**src/core/irq_ctrl_pkg.sv**
```systemverilog
// package: register map, field positions, reset values and carriers of the interrupt controller
package irq_ctrl_pkg;
    // register word offsets (word indices on the bus)
    localparam logic [3:0] OFF_IRQ_CONTROL = 4'h0;
    localparam logic [3:0] OFF_GROUP0_ENABLE = 4'h1;
    localparam logic [3:0] OFF_GROUP0_FLAG = 4'h2;
    localparam logic [3:0] OFF_PERIPH_ENABLE = 4'h3;
    localparam logic [3:0] OFF_PERIPH_FLAG = 4'h4;
    localparam logic [3:0] OFF_SHADOW_BASE = 4'h8;
    localparam int SHADOW_COUNT = 6;
    // shadow slot indices
    localparam int SH_W = 0;
    localparam int SH_STATUS = 1;
    localparam int SH_BANK = 2;
    localparam int SH_PTR_LO = 3;
    localparam int SH_PTR_HI = 4;
    localparam int SH_PC_HIGH = 5;
    // field positions
    localparam int BIT_GLOBAL_EN = 7;
    localparam int BIT_PERIPH_GROUP_EN = 6;
    localparam int BIT_EDGE_SEL = 0;
    localparam int BIT_TIMER0 = 5;
    localparam int BIT_PIN_CHANGE = 4;
    localparam int BIT_EXT_PIN = 0;
    localparam int BIT_WDT_EXPIRY = 4;
    localparam int BIT_SLEEP_ENTRY = 3;
    // implemented-bit and save masks, reset values and other constants
    localparam logic [7:0] CONTROL_MASK = 8'hC1;
    localparam logic [7:0] GROUP0_MASK = 8'h31;
    localparam logic [7:0] STATUS_SAVE_MASK = 8'hE7;
    localparam logic [7:0] CONTROL_RESET = 8'h01;
    localparam logic [7:0] GROUP0_RESET = 8'h00;
    localparam logic [7:0] BYTE_ZERO = 8'h00;
    localparam logic [15:0] VECTOR_ADDR = 16'h0004;
    localparam int PERIPH_SOURCES = 8;

    // cpu context carried into and out of the shadow set
    typedef struct packed {
        logic [7:0] w;
        logic [7:0] status;
        logic [7:0] bank;
        logic [7:0] ptr_lo;
        logic [7:0] ptr_hi;
        logic [7:0] pc_high;
    } cpu_context_t;

    // commands toward the cpu sequencer
    typedef struct packed {
        logic flush;
        logic push_pc;
        logic load_vector;
        logic restore;
        logic pop_pc;
    } seq_cmd_t;
endpackage

```
**src/core/cpu_interrupt_controller.sv**
```systemverilog
// interrupt controller: flags, enables, vector request, context shadows, sleep wake, pin edge
// Operation
// - reset clears all global, group, source enables
// - flags set by events regardless of enables
// - peripheral sources also need group enable
// - group-0 sources need only global enable
// - entry flushes, clears global, pushes, saves, vectors
// - disabled global holds requests pending until enabled
// - return pops, restores context, sets global enable
// - requests sampled in first quarter phase only
// - enabled source wakes sleep; vector if global
// - instruction after sleep executes before vector
// - external pin edge detected after three-stage clock sampling
// - edge select: one rising, zero falling; resets one
// - valid pin edge sets flag; vectors when enabled
// - entry saves context except two status flags
// - shadows readable and writable from bus
// - control register: global 7, group 6, edge 0
// - group-0 enables: timer0 5, change 4, pin 0
// - unimplemented bits read zero, ignore writes
//
// Register map (word index on the bus, data in byte lane 0)
//   0  control: global enable 7, group enable 6, edge select 0
//   1  group-0 enables: timer0 5, pin change 4, external pin 0
//   2  group-0 flags, same positions; a written zero clears a flag
//   3  peripheral enables, one bit per peripheral source
//   4  peripheral flags, one bit per peripheral source
//   8..13  shadow copies: w, status, bank, pointer low, pointer high,
//          program counter high latch
//   any other index reads zero and ignores writes
//
// Bus timing
//   a request is taken on the first edge that sees read or write while
//   no acknowledge is pending; waitrequest drops for the following cycle
//   and read data stand in that same cycle. The write lands at the taking
//   edge, so the register already shows it while waitrequest is low.
//   Back-to-back requests each cost one wait cycle.
//
// Sequencer handshake
//   requests are looked at only at an instruction boundary in the first
//   quarter phase; a taken request moves to the entry phase, whose cycle
//   emits flush, push and vector-load together, drops the global enable
//   and copies the live context into the shadows. A return pulse gives
//   pop and restore one cycle later, with the shadow context beside them.
//   The sequencer should not ask for a return in the cycle that an entry
//   is being sampled; the return has priority if it does.
//
// Sleep
//   a flagged and enabled source wakes the core even with the global
//   enable clear; peripheral sources also need their group enable and the
//   clockless mark, since a clocked peripheral cannot raise its flag in
//   sleep. Vectoring waits for the instruction after the sleep to finish.
//
// External pin
//   the pin crosses three flip-flops; a level counts once the second and
//   third stages agree, which filters a single-cycle glitch at the cost of
//   about four cycles of latency. The tracked level is loaded from the
//   synchroniser during the first cycles after reset so that a pin that
//   idles high does not show a false rising edge.
//
// Flags
//   hardware sets win over a software clear in the same cycle, so an event
//   that arrives while firmware acknowledges the previous one is not lost.
//   Firmware must clear what it served before returning, or the same
//   source is taken again straight away.
//
// Reset
//   every enable, flag and shadow clears; edge select comes back set;
//   waitrequest stands high and the command lines stay low until the
//   first request. Reset is synchronous, so it needs one clock edge.
//
// Peripheral sources
//   the group shares one byte of enables and one byte of flags; a narrower
//   group leaves the upper bits unimplemented, reading zero and ignoring
//   writes, exactly like the unused positions of the other registers.
//
// Limitations
//   only lane 0 of the bus carries data; the upper lanes read zero.
//   Entry latency beyond the sampling point belongs to the sequencer.
`timescale 1ns/1ps
module cpu_interrupt_controller
    import irq_ctrl_pkg::*;
#(
    parameter int N_PERIPH = irq_ctrl_pkg::PERIPH_SOURCES
) (
    // clock and reset
    input wire logic sys_clk,
    input wire logic reset,
    // avalon-mm slave
    input wire logic [3:0] avs_address,
    input wire logic avs_read,
    input wire logic avs_write,
    input wire logic [31:0] avs_writedata,
    input wire logic [3:0] avs_byteenable,
    output logic [31:0] avs_readdata,
    output logic avs_waitrequest,
    // event sources
    input wire logic ext_pin,
    input wire logic timer0_overflow_evt,
    input wire logic pin_change_evt,
    input wire logic [N_PERIPH-1:0] periph_evt,
    input wire logic [N_PERIPH-1:0] periph_clockless,
    // cpu sequencer
    input wire logic first_quarter_phase,
    input wire logic instr_boundary,
    input wire logic return_from_isr_op,
    input wire logic in_sleep,
    input wire logic post_sleep_instr_done,
    input wire irq_ctrl_pkg::cpu_context_t cpu_context,
    output irq_ctrl_pkg::seq_cmd_t seq_cmd,
    output irq_ctrl_pkg::cpu_context_t restore_context,
    output logic [15:0] vector_addr,
    output logic wake,
    output logic global_irq_enable
);
    import irq_ctrl_pkg::*;

    // flag and enable registers are one byte wide, so more sources have no home
    if (N_PERIPH < 1 || N_PERIPH > 8) begin : g_bad_periph
        $error("N_PERIPH must be 1 to 8");
    end

    // entry takes its own cycle so the shadows see a settled context;
    // each step along run, entry, run and run, wake, run flips one bit
    typedef enum logic [1:0] {
        ST_RUN = 2'b00,
        ST_AFTER_WAKE = 2'b10,
        ST_ENTRY = 2'b01
    } phase_t;

    typedef struct packed {
        // sequencer phase and control bits
        phase_t phase;
        logic global_en;
        logic group_en;
        logic edge_sel;
        // enables and flags
        logic [7:0] group0_en;
        logic [7:0] group0_flag;
        logic [7:0] periph_en;
        logic [7:0] periph_flag;
        logic [SHADOW_COUNT-1:0][7:0] shadow;
        // external pin path
        logic [2:0] pin_sync;
        logic pin_level;
        logic [1:0] pin_warm;
        // bus answer
        logic ack;
        logic [31:0] rdata;
        // sequencer outputs
        seq_cmd_t cmd;
        cpu_context_t rst_ctx;
        logic wake;
    } state_t;

    state_t q;
    state_t d;

    // merges the enabled byte lanes of a byte register (lane 0 only holds data)
    function automatic logic [7:0] lane_merge(input logic [7:0] old, input logic [7:0] wd,
                                              input logic be, input logic [7:0] mask);
        lane_merge = be ? ((wd & mask) | (old & ~mask)) : old;
    endfunction

    function automatic logic [7:0] pad8(input logic [N_PERIPH-1:0] v);
        logic [7:0] r;
        r = BYTE_ZERO;
        r[N_PERIPH-1:0] = v;
        pad8 = r;
    endfunction

    // decoded helpers, all derived from the current state and inputs
    logic [7:0] periph_mask;
    logic [7:0] evt0;
    logic [7:0] evtp;
    logic pin_edge;
    logic group0_pending;
    logic periph_pending;
    logic irq_pending;
    logic wake_cond;
    logic wr;
    logic rd;

    always_comb begin
        periph_mask = pad8({N_PERIPH{1'b1}});
        wr = avs_write && !q.ack;
        rd = avs_read && !q.ack;
        // a change counts only once the second and third stages agree
        // no edge is reported until the synchroniser has filled after reset
        pin_edge = (q.pin_warm == 2'h3) && (q.pin_sync[2] == q.pin_sync[1])
                   && (q.pin_sync[1] != q.pin_level)
                   && (q.pin_sync[1] == q.edge_sel);
        // event pulses gathered into register positions
        evt0 = BYTE_ZERO;
        evt0[BIT_TIMER0] = timer0_overflow_evt;
        evt0[BIT_PIN_CHANGE] = pin_change_evt;
        evt0[BIT_EXT_PIN] = pin_edge;
        evtp = pad8(periph_evt);
        // group-0 sources bypass the group enable; peripheral ones do not
        group0_pending = |(q.group0_flag & q.group0_en);
        periph_pending = q.group_en && |(q.periph_flag & q.periph_en);
        irq_pending = q.global_en && (group0_pending || periph_pending);
        // sleep wake needs the source enables (peripherals also the group enable and clockless mark), not the global one
        wake_cond = |(q.group0_flag & q.group0_en)
                    || (q.group_en && |(q.periph_flag & q.periph_en & pad8(periph_clockless)));
    end

    // next state
    always_comb begin
        d = q;
        d.cmd = '0;
        d.wake = 1'b0;
        d.ack = 1'b0;
        d.rdata = 32'h0000_0000;
        d.pin_sync = {q.pin_sync[1:0], ext_pin};
        if (q.pin_sync[2] == q.pin_sync[1]) begin
            d.pin_level = q.pin_sync[1];
        end
        // while the synchroniser fills, the tracked level follows it silently
        if (q.pin_warm != 2'h3) begin
            d.pin_warm = q.pin_warm + 2'h1;
            d.pin_level = q.pin_sync[1];
        end
        // bus side: one wait cycle, then acknowledge
        // writes land at the taking edge; only implemented bits change
        // and a disabled byte lane leaves the register as it was
        if (wr) begin
            d.ack = 1'b1;
            unique case (avs_address)
                OFF_IRQ_CONTROL: begin
                    if (avs_byteenable[0]) begin
                        d.global_en = avs_writedata[BIT_GLOBAL_EN];
                        d.group_en = avs_writedata[BIT_PERIPH_GROUP_EN];
                        d.edge_sel = avs_writedata[BIT_EDGE_SEL];
                    end
                end
                OFF_GROUP0_ENABLE: d.group0_en = lane_merge(q.group0_en, avs_writedata[7:0],
                    avs_byteenable[0], GROUP0_MASK);
                OFF_GROUP0_FLAG: d.group0_flag = lane_merge(q.group0_flag, avs_writedata[7:0],
                    avs_byteenable[0], GROUP0_MASK);
                OFF_PERIPH_ENABLE: d.periph_en = lane_merge(q.periph_en, avs_writedata[7:0],
                    avs_byteenable[0], periph_mask);
                OFF_PERIPH_FLAG: d.periph_flag = lane_merge(q.periph_flag, avs_writedata[7:0],
                    avs_byteenable[0], periph_mask);
                default: begin
                    if (avs_address >= OFF_SHADOW_BASE
                        && avs_address < OFF_SHADOW_BASE + 4'(SHADOW_COUNT)) begin
                        d.shadow[3'(avs_address - OFF_SHADOW_BASE)] = lane_merge(
                            q.shadow[3'(avs_address - OFF_SHADOW_BASE)], avs_writedata[7:0],
                            avs_byteenable[0], 8'hFF);
                    end
                end
            endcase
        end
        // read data is registered now and stands in the acknowledge cycle;
        // unmapped indices keep the cleared default of zero
        if (rd) begin
            d.ack = 1'b1;
            unique case (avs_address)
                OFF_IRQ_CONTROL: d.rdata[7:0] = {q.global_en, q.group_en, 5'h00, q.edge_sel};
                OFF_GROUP0_ENABLE: d.rdata[7:0] = q.group0_en & GROUP0_MASK;
                OFF_GROUP0_FLAG: d.rdata[7:0] = q.group0_flag & GROUP0_MASK;
                OFF_PERIPH_ENABLE: d.rdata[7:0] = q.periph_en & periph_mask;
                OFF_PERIPH_FLAG: d.rdata[7:0] = q.periph_flag & periph_mask;
                default: begin
                    if (avs_address >= OFF_SHADOW_BASE
                        && avs_address < OFF_SHADOW_BASE + 4'(SHADOW_COUNT)) begin
                        d.rdata[7:0] = q.shadow[3'(avs_address - OFF_SHADOW_BASE)];
                    end
                end
            endcase
        end
        // events after software writes so a set in the clearing cycle wins
        d.group0_flag = d.group0_flag | (evt0 & GROUP0_MASK);
        d.periph_flag = d.periph_flag | (evtp & periph_mask);
        // sequencer
        unique case (q.phase)
            ST_RUN: begin
                // wake first, then return, then a new entry; an entry is never
                // sampled while the core sleeps, since the instruction after
                // the sleep must run before any vector
                if (in_sleep && wake_cond) begin
                    d.wake = 1'b1;
                    d.phase = ST_AFTER_WAKE;
                end else if (return_from_isr_op) begin
                    d.cmd.pop_pc = 1'b1;
                    d.cmd.restore = 1'b1;
                    d.rst_ctx = {q.shadow[SH_W], q.shadow[SH_STATUS], q.shadow[SH_BANK],
                                 q.shadow[SH_PTR_LO], q.shadow[SH_PTR_HI], q.shadow[SH_PC_HIGH]};
                    d.global_en = 1'b1;
                end else if (first_quarter_phase && instr_boundary && irq_pending
                             && !in_sleep) begin
                    d.phase = ST_ENTRY;
                end
            end
            ST_AFTER_WAKE: begin
                // the instruction after sleep must finish first
                if (post_sleep_instr_done) begin
                    d.phase = ST_RUN;
                end
            end
            ST_ENTRY: begin
                d.cmd.flush = 1'b1;
                d.cmd.push_pc = 1'b1;
                d.cmd.load_vector = 1'b1;
                d.global_en = 1'b0;
                d.shadow[SH_W] = cpu_context.w;
                // watchdog and sleep flags keep their shadow value
                d.shadow[SH_STATUS] = (cpu_context.status & STATUS_SAVE_MASK)
                                      | (q.shadow[SH_STATUS] & ~STATUS_SAVE_MASK);
                d.shadow[SH_BANK] = cpu_context.bank;
                // a bus write to a shadow in this very cycle is overwritten,
                // since the live context is what the return must bring back
                d.shadow[SH_PTR_LO] = cpu_context.ptr_lo;
                d.shadow[SH_PTR_HI] = cpu_context.ptr_hi;
                d.shadow[SH_PC_HIGH] = cpu_context.pc_high;
                d.phase = ST_RUN;
            end
            default: d.phase = ST_RUN;
        endcase
    end

    // state register; reset leaves every enable cleared
    // only constants are loaded in reset, so the branch needs no live input;
    // edge select is the one field whose reset value is one
    always_ff @(posedge sys_clk) begin
        if (reset) begin
            q <= '0;
            q.edge_sel <= CONTROL_RESET[BIT_EDGE_SEL];
            q.group0_en <= GROUP0_RESET;
        end else begin
            q <= d;
        end
    end

    // outputs straight from state flip-flops, apart from the constant vector address
    // only an inverter on waitrequest sits between the flip-flops and the ports, so the sequencer
    // sees clean pulses with a full cycle of settling time
    always_comb begin
        avs_readdata = q.rdata;
        avs_waitrequest = !q.ack;
        seq_cmd = q.cmd;
        restore_context = q.rst_ctx;
        vector_addr = VECTOR_ADDR;
        wake = q.wake;
        global_irq_enable = q.global_en;
    end
endmodule

```
**config.mk**
```make
export PLATFORM = sky130hd
export DESIGN_NAME = cpu_interrupt_controller
export DESIGN_NICKNAME = d
export VERILOG_FILES = /design/src/core/irq_ctrl_pkg.sv /design/src/core/cpu_interrupt_controller.sv
export SDC_FILE = /design/constraint.sdc
export NUM_CORES = 1
export LEC_CHECK = 0
export BUFFER_PORTS_ARGS = -buffer_cell sky130_fd_sc_hd__buf_2
export CAP_MARGIN = 10
export CORE_UTILIZATION = 30
export CTS_CLUSTER_SIZE = 28
export DETAILED_ROUTE_END_ITERATION = 7
export HOLD_SLACK_MARGIN = 0.1
export PLACE_DENSITY = 0.56
export REMOVE_ABC_BUFFERS = 1
export SYNTH_ARGS = -nofsm -noshare
export SYNTH_HDL_FRONTEND = slang
export SYNTH_SLANG_ARGS = --single-unit
export TNS_END_PERCENT = 10
```
**constraint.sdc**
```tcl
create_clock -name sys_clk -period 1.6 [get_ports sys_clk]
set_input_delay 0 -clock sys_clk [delete_from_list [all_inputs] [get_ports sys_clk]]
set_output_delay 0 -clock sys_clk [all_outputs]
set_load 0.005 [all_outputs]
```
==> metrics <==
vias=6860; CP delay by family, top=compound AO/OA/AOI/OAI gates; crit path cell chain=and3_1 > a31oi_1 > nand4_1 > a31oi_4 > buf_12 > buf_16 > mux2i_1; Synth area leader=dfxtp_1; fill cell count=about 2600; worst vdd ir=0.503 mV; WL met2=11200 µm; clk slew on worst S/H paths=approximately 60 ps; vias in the first global route=6501; Clock Latency Late Sink=430 ps; hold depth=5; 1st-iter DRT viols=433; Max Clk Rate=about 0.58 GHz; core footprint=25400 µm²; Slew Limit Fails=0; CP required=1950 ps; Final GP Congestion=0.847; Post-Syn Instances=888; R2R Setup Slk=-120 ps; Placement Cell Area=between 8000 and 9000 µm²; detailed placement HPWL=17400 µm; average wire per standard cell=approximately 17 µm; WHS Endpoint=q[127]$_SDFFE_PP0P_; largest net degree at the start of global routing=100; Hold Path Class=in2reg; critical path fanouts, max=18; leakage=between 4 and 5 nW; RSZ-0062 raised after global routing=true; status=complete, but fails checks; Longest Clk Path Bufs=2; PortBufs=150; Final setup viols=between 50 and 60; Area Growth Syn to Fin=34.2%; met1 wire length=~11000 µm; Post-synth EDFFs=0; clock root buffer=clkbuf_16; num rows=a little under 60; vias per inst=4.71; first-pass iteration count of the detailed router=5; crit path DAT=2080 ps; startpoint types=flop; reg2reg start=q[145]$_SDFF_PP0_; register area share after synthesis=36.0%; Post-synth top cells=dfxtp_1 (141), buf_4 (109), nand2b_1 (104); GRT overflow=0; setup TNS=-4090 ps; CP Capture Type=flop; yosys warns=0; synthesized area per cell=8.82 µm²; IO Count=220; Yosys reg bits=141; ranking of synthesized cells by area=dfxtp_1 (36%), mux2i_1 (11%), buf_4 (10%); Primary FF master, synth=dfxtp_1; Reg2Reg Depth=7; GRT Overall Usage=18.0%; ys async rst share=0%; H-tree Lvls=4; total power=8.94 mW; antenna-violating nets left=0; final net count=1232; crit path kind=reg2reg; Stages on worst setup path=7; Top Layer Used=met4; Max Cap Violations=0; met3 WL=1330 µm; Yosys top cell area share=36.0%; Buffers & Inverters on Critical Path=2; most common cell in the netlist=dfxtp_1; pwr dens=between 800 and 900 nW/µm²; Starting Density=30.8%; HP Start=avs_address[2]; critical path's slowest cell=dfxtp_1; failing checks=negative setup slack; R2R Path End=restore_context[25]$_SDFFE_PP0P_; Final WS setup=-122 ps; Final min period=1720 ps; ant diodes=0; Num CTS Buffers=17; final hold violation count=0; share of cells above drive strength 1=around 28%; chip width=164 µm; area of the die=26800 µm²; CP max stage delay=310 ps; design area=10500 µm²; Setup Skew=11.5 ps; Post-Syn Area=7830 µm²; crit path from=q[145]$_SDFF_PP0_; CTS Sinks=141; global-route wire length before repair=36500 µm; Tcrit/Tclk final=108%; Die Ht=164 µm; Unique masters post-synth=65; DRC=0; CTS tree=built; DRT Wirelength=24200 µm; antenna violations before repair=0
==> area by class of cell <==
cell class              instances  area (µm²)  share of cell area, %
repair buffers                325        2470                   23.5
clock inverters                10         161                   1.53
well taps                     330         413                   3.93
flip-flops and latches        141        2820                   26.9
clock buffers                  21         470                   4.47
inverters                      14        52.6                  0.500
multi-input cells             616        4120                   39.2
==> worst max path at each step <==
stage / end / slack, ps
after CTS: restore_context[25]$_SDFFE_PP0P_ / -140
after global routing: restore_context[40]$_SDFFE_PP0P_ / -210
after detailed placement: restore_context[25]$_SDFFE_PP0P_ / -170
after floorplan: global_irq_enable$_SDFF_PP0_ / -1720
final: restore_context[25]$_SDFFE_PP0P_ / -120
after global placement: restore_context[5]$_SDFFE_PP0P_ / -140
==> metal layers <==
layer / GRT usage (%) / up-vias
met5: 0 / -
met4: 4.92 / 0
met3: 3.53 / 28
met2: 28.8 / 224
met1: 24.4 / 3218
li1: - / 3390
==> cell usage in the layout (no fill, tap or decap), drive strengths merged, types with 14 or more instances in the layout <==
cell type    netlist  layout
inv               13      14
dfxtp            141     141
nor2              97      97
mux2i             85      85
conb               2      40
clkbuf            30      21
nor3              23      23
nand3             20      20
nand2b           104     104
nand2             40      40
o31a              16      16
buf              125     248
a211oi            24      24
dlygate4sd3        0      77
a21oi             60      60
==> stage by stage <==
stage               setup slack [ps]  utilization (%)  std cells  hold slack (ps)
floorplan                      -1720                -        771             64.6
global placement                -144             35.3       1345              207
detailed placement              -173             35.3       1345              213
CTS                             -138             41.1       1456              268
global route                    -207             41.4       1457              250
finish                          -122             41.4       1457              227
==> power by group <==
group / switching (mW) / internal (mW) / total [mW] / leakage (nW)
combinational: 0.489 / 0.521 / 1.01 / 3.04
sequential: 0.0383 / 3.57 / 3.61 / 1.14
clock: 1.60 / 2.73 / 4.33 / 0.313
total: 2.13 / 6.82 / 8.94 / 4.50
==> sequential cells by signal, summed over array words and instances (netlist names) <==
| register | cells |
|---|---|
| wake | 1 |
| global_irq_enable | 1 |
| seq_cmd | 2 |
| restore_context | 48 |
| q | 79 |
| d | 2 |
| avs_readdata | 8 |
==> kinds of logic (layout without fill, tap and decap cells) <==
family	after synthesis	in the layout	synth area share [%]
xor+xnor	1	1	0.112
compound gates	153	153	14.3
mux	94	94	12.5
simple gates	327	327	22.6
flops	141	141	36.0
other cells	2	40	0.0959
fa+ha+maj	1	1	0.160
buf+inv	169	370	14.2
==> what timing repair did <==
action,in CTS,in global routing
setup endpoints to repair,51,74
hold endpoints to repair,84,0
setup buffers,2,1
pin swaps,3,4
gates resized for setup,3,12
hold buffers,77,0
gates cloned,1,0
==> worst register-to-register path: stages, from the launching register on <==
cell and delay, ps:
dfxtp_1 310, and3_1 160, a31oi_1 160, nand4_1 220, a31oi_4 250, buf_12 170
buf_16 190, mux2i_1 210
(Power assumes the default switching activity.)
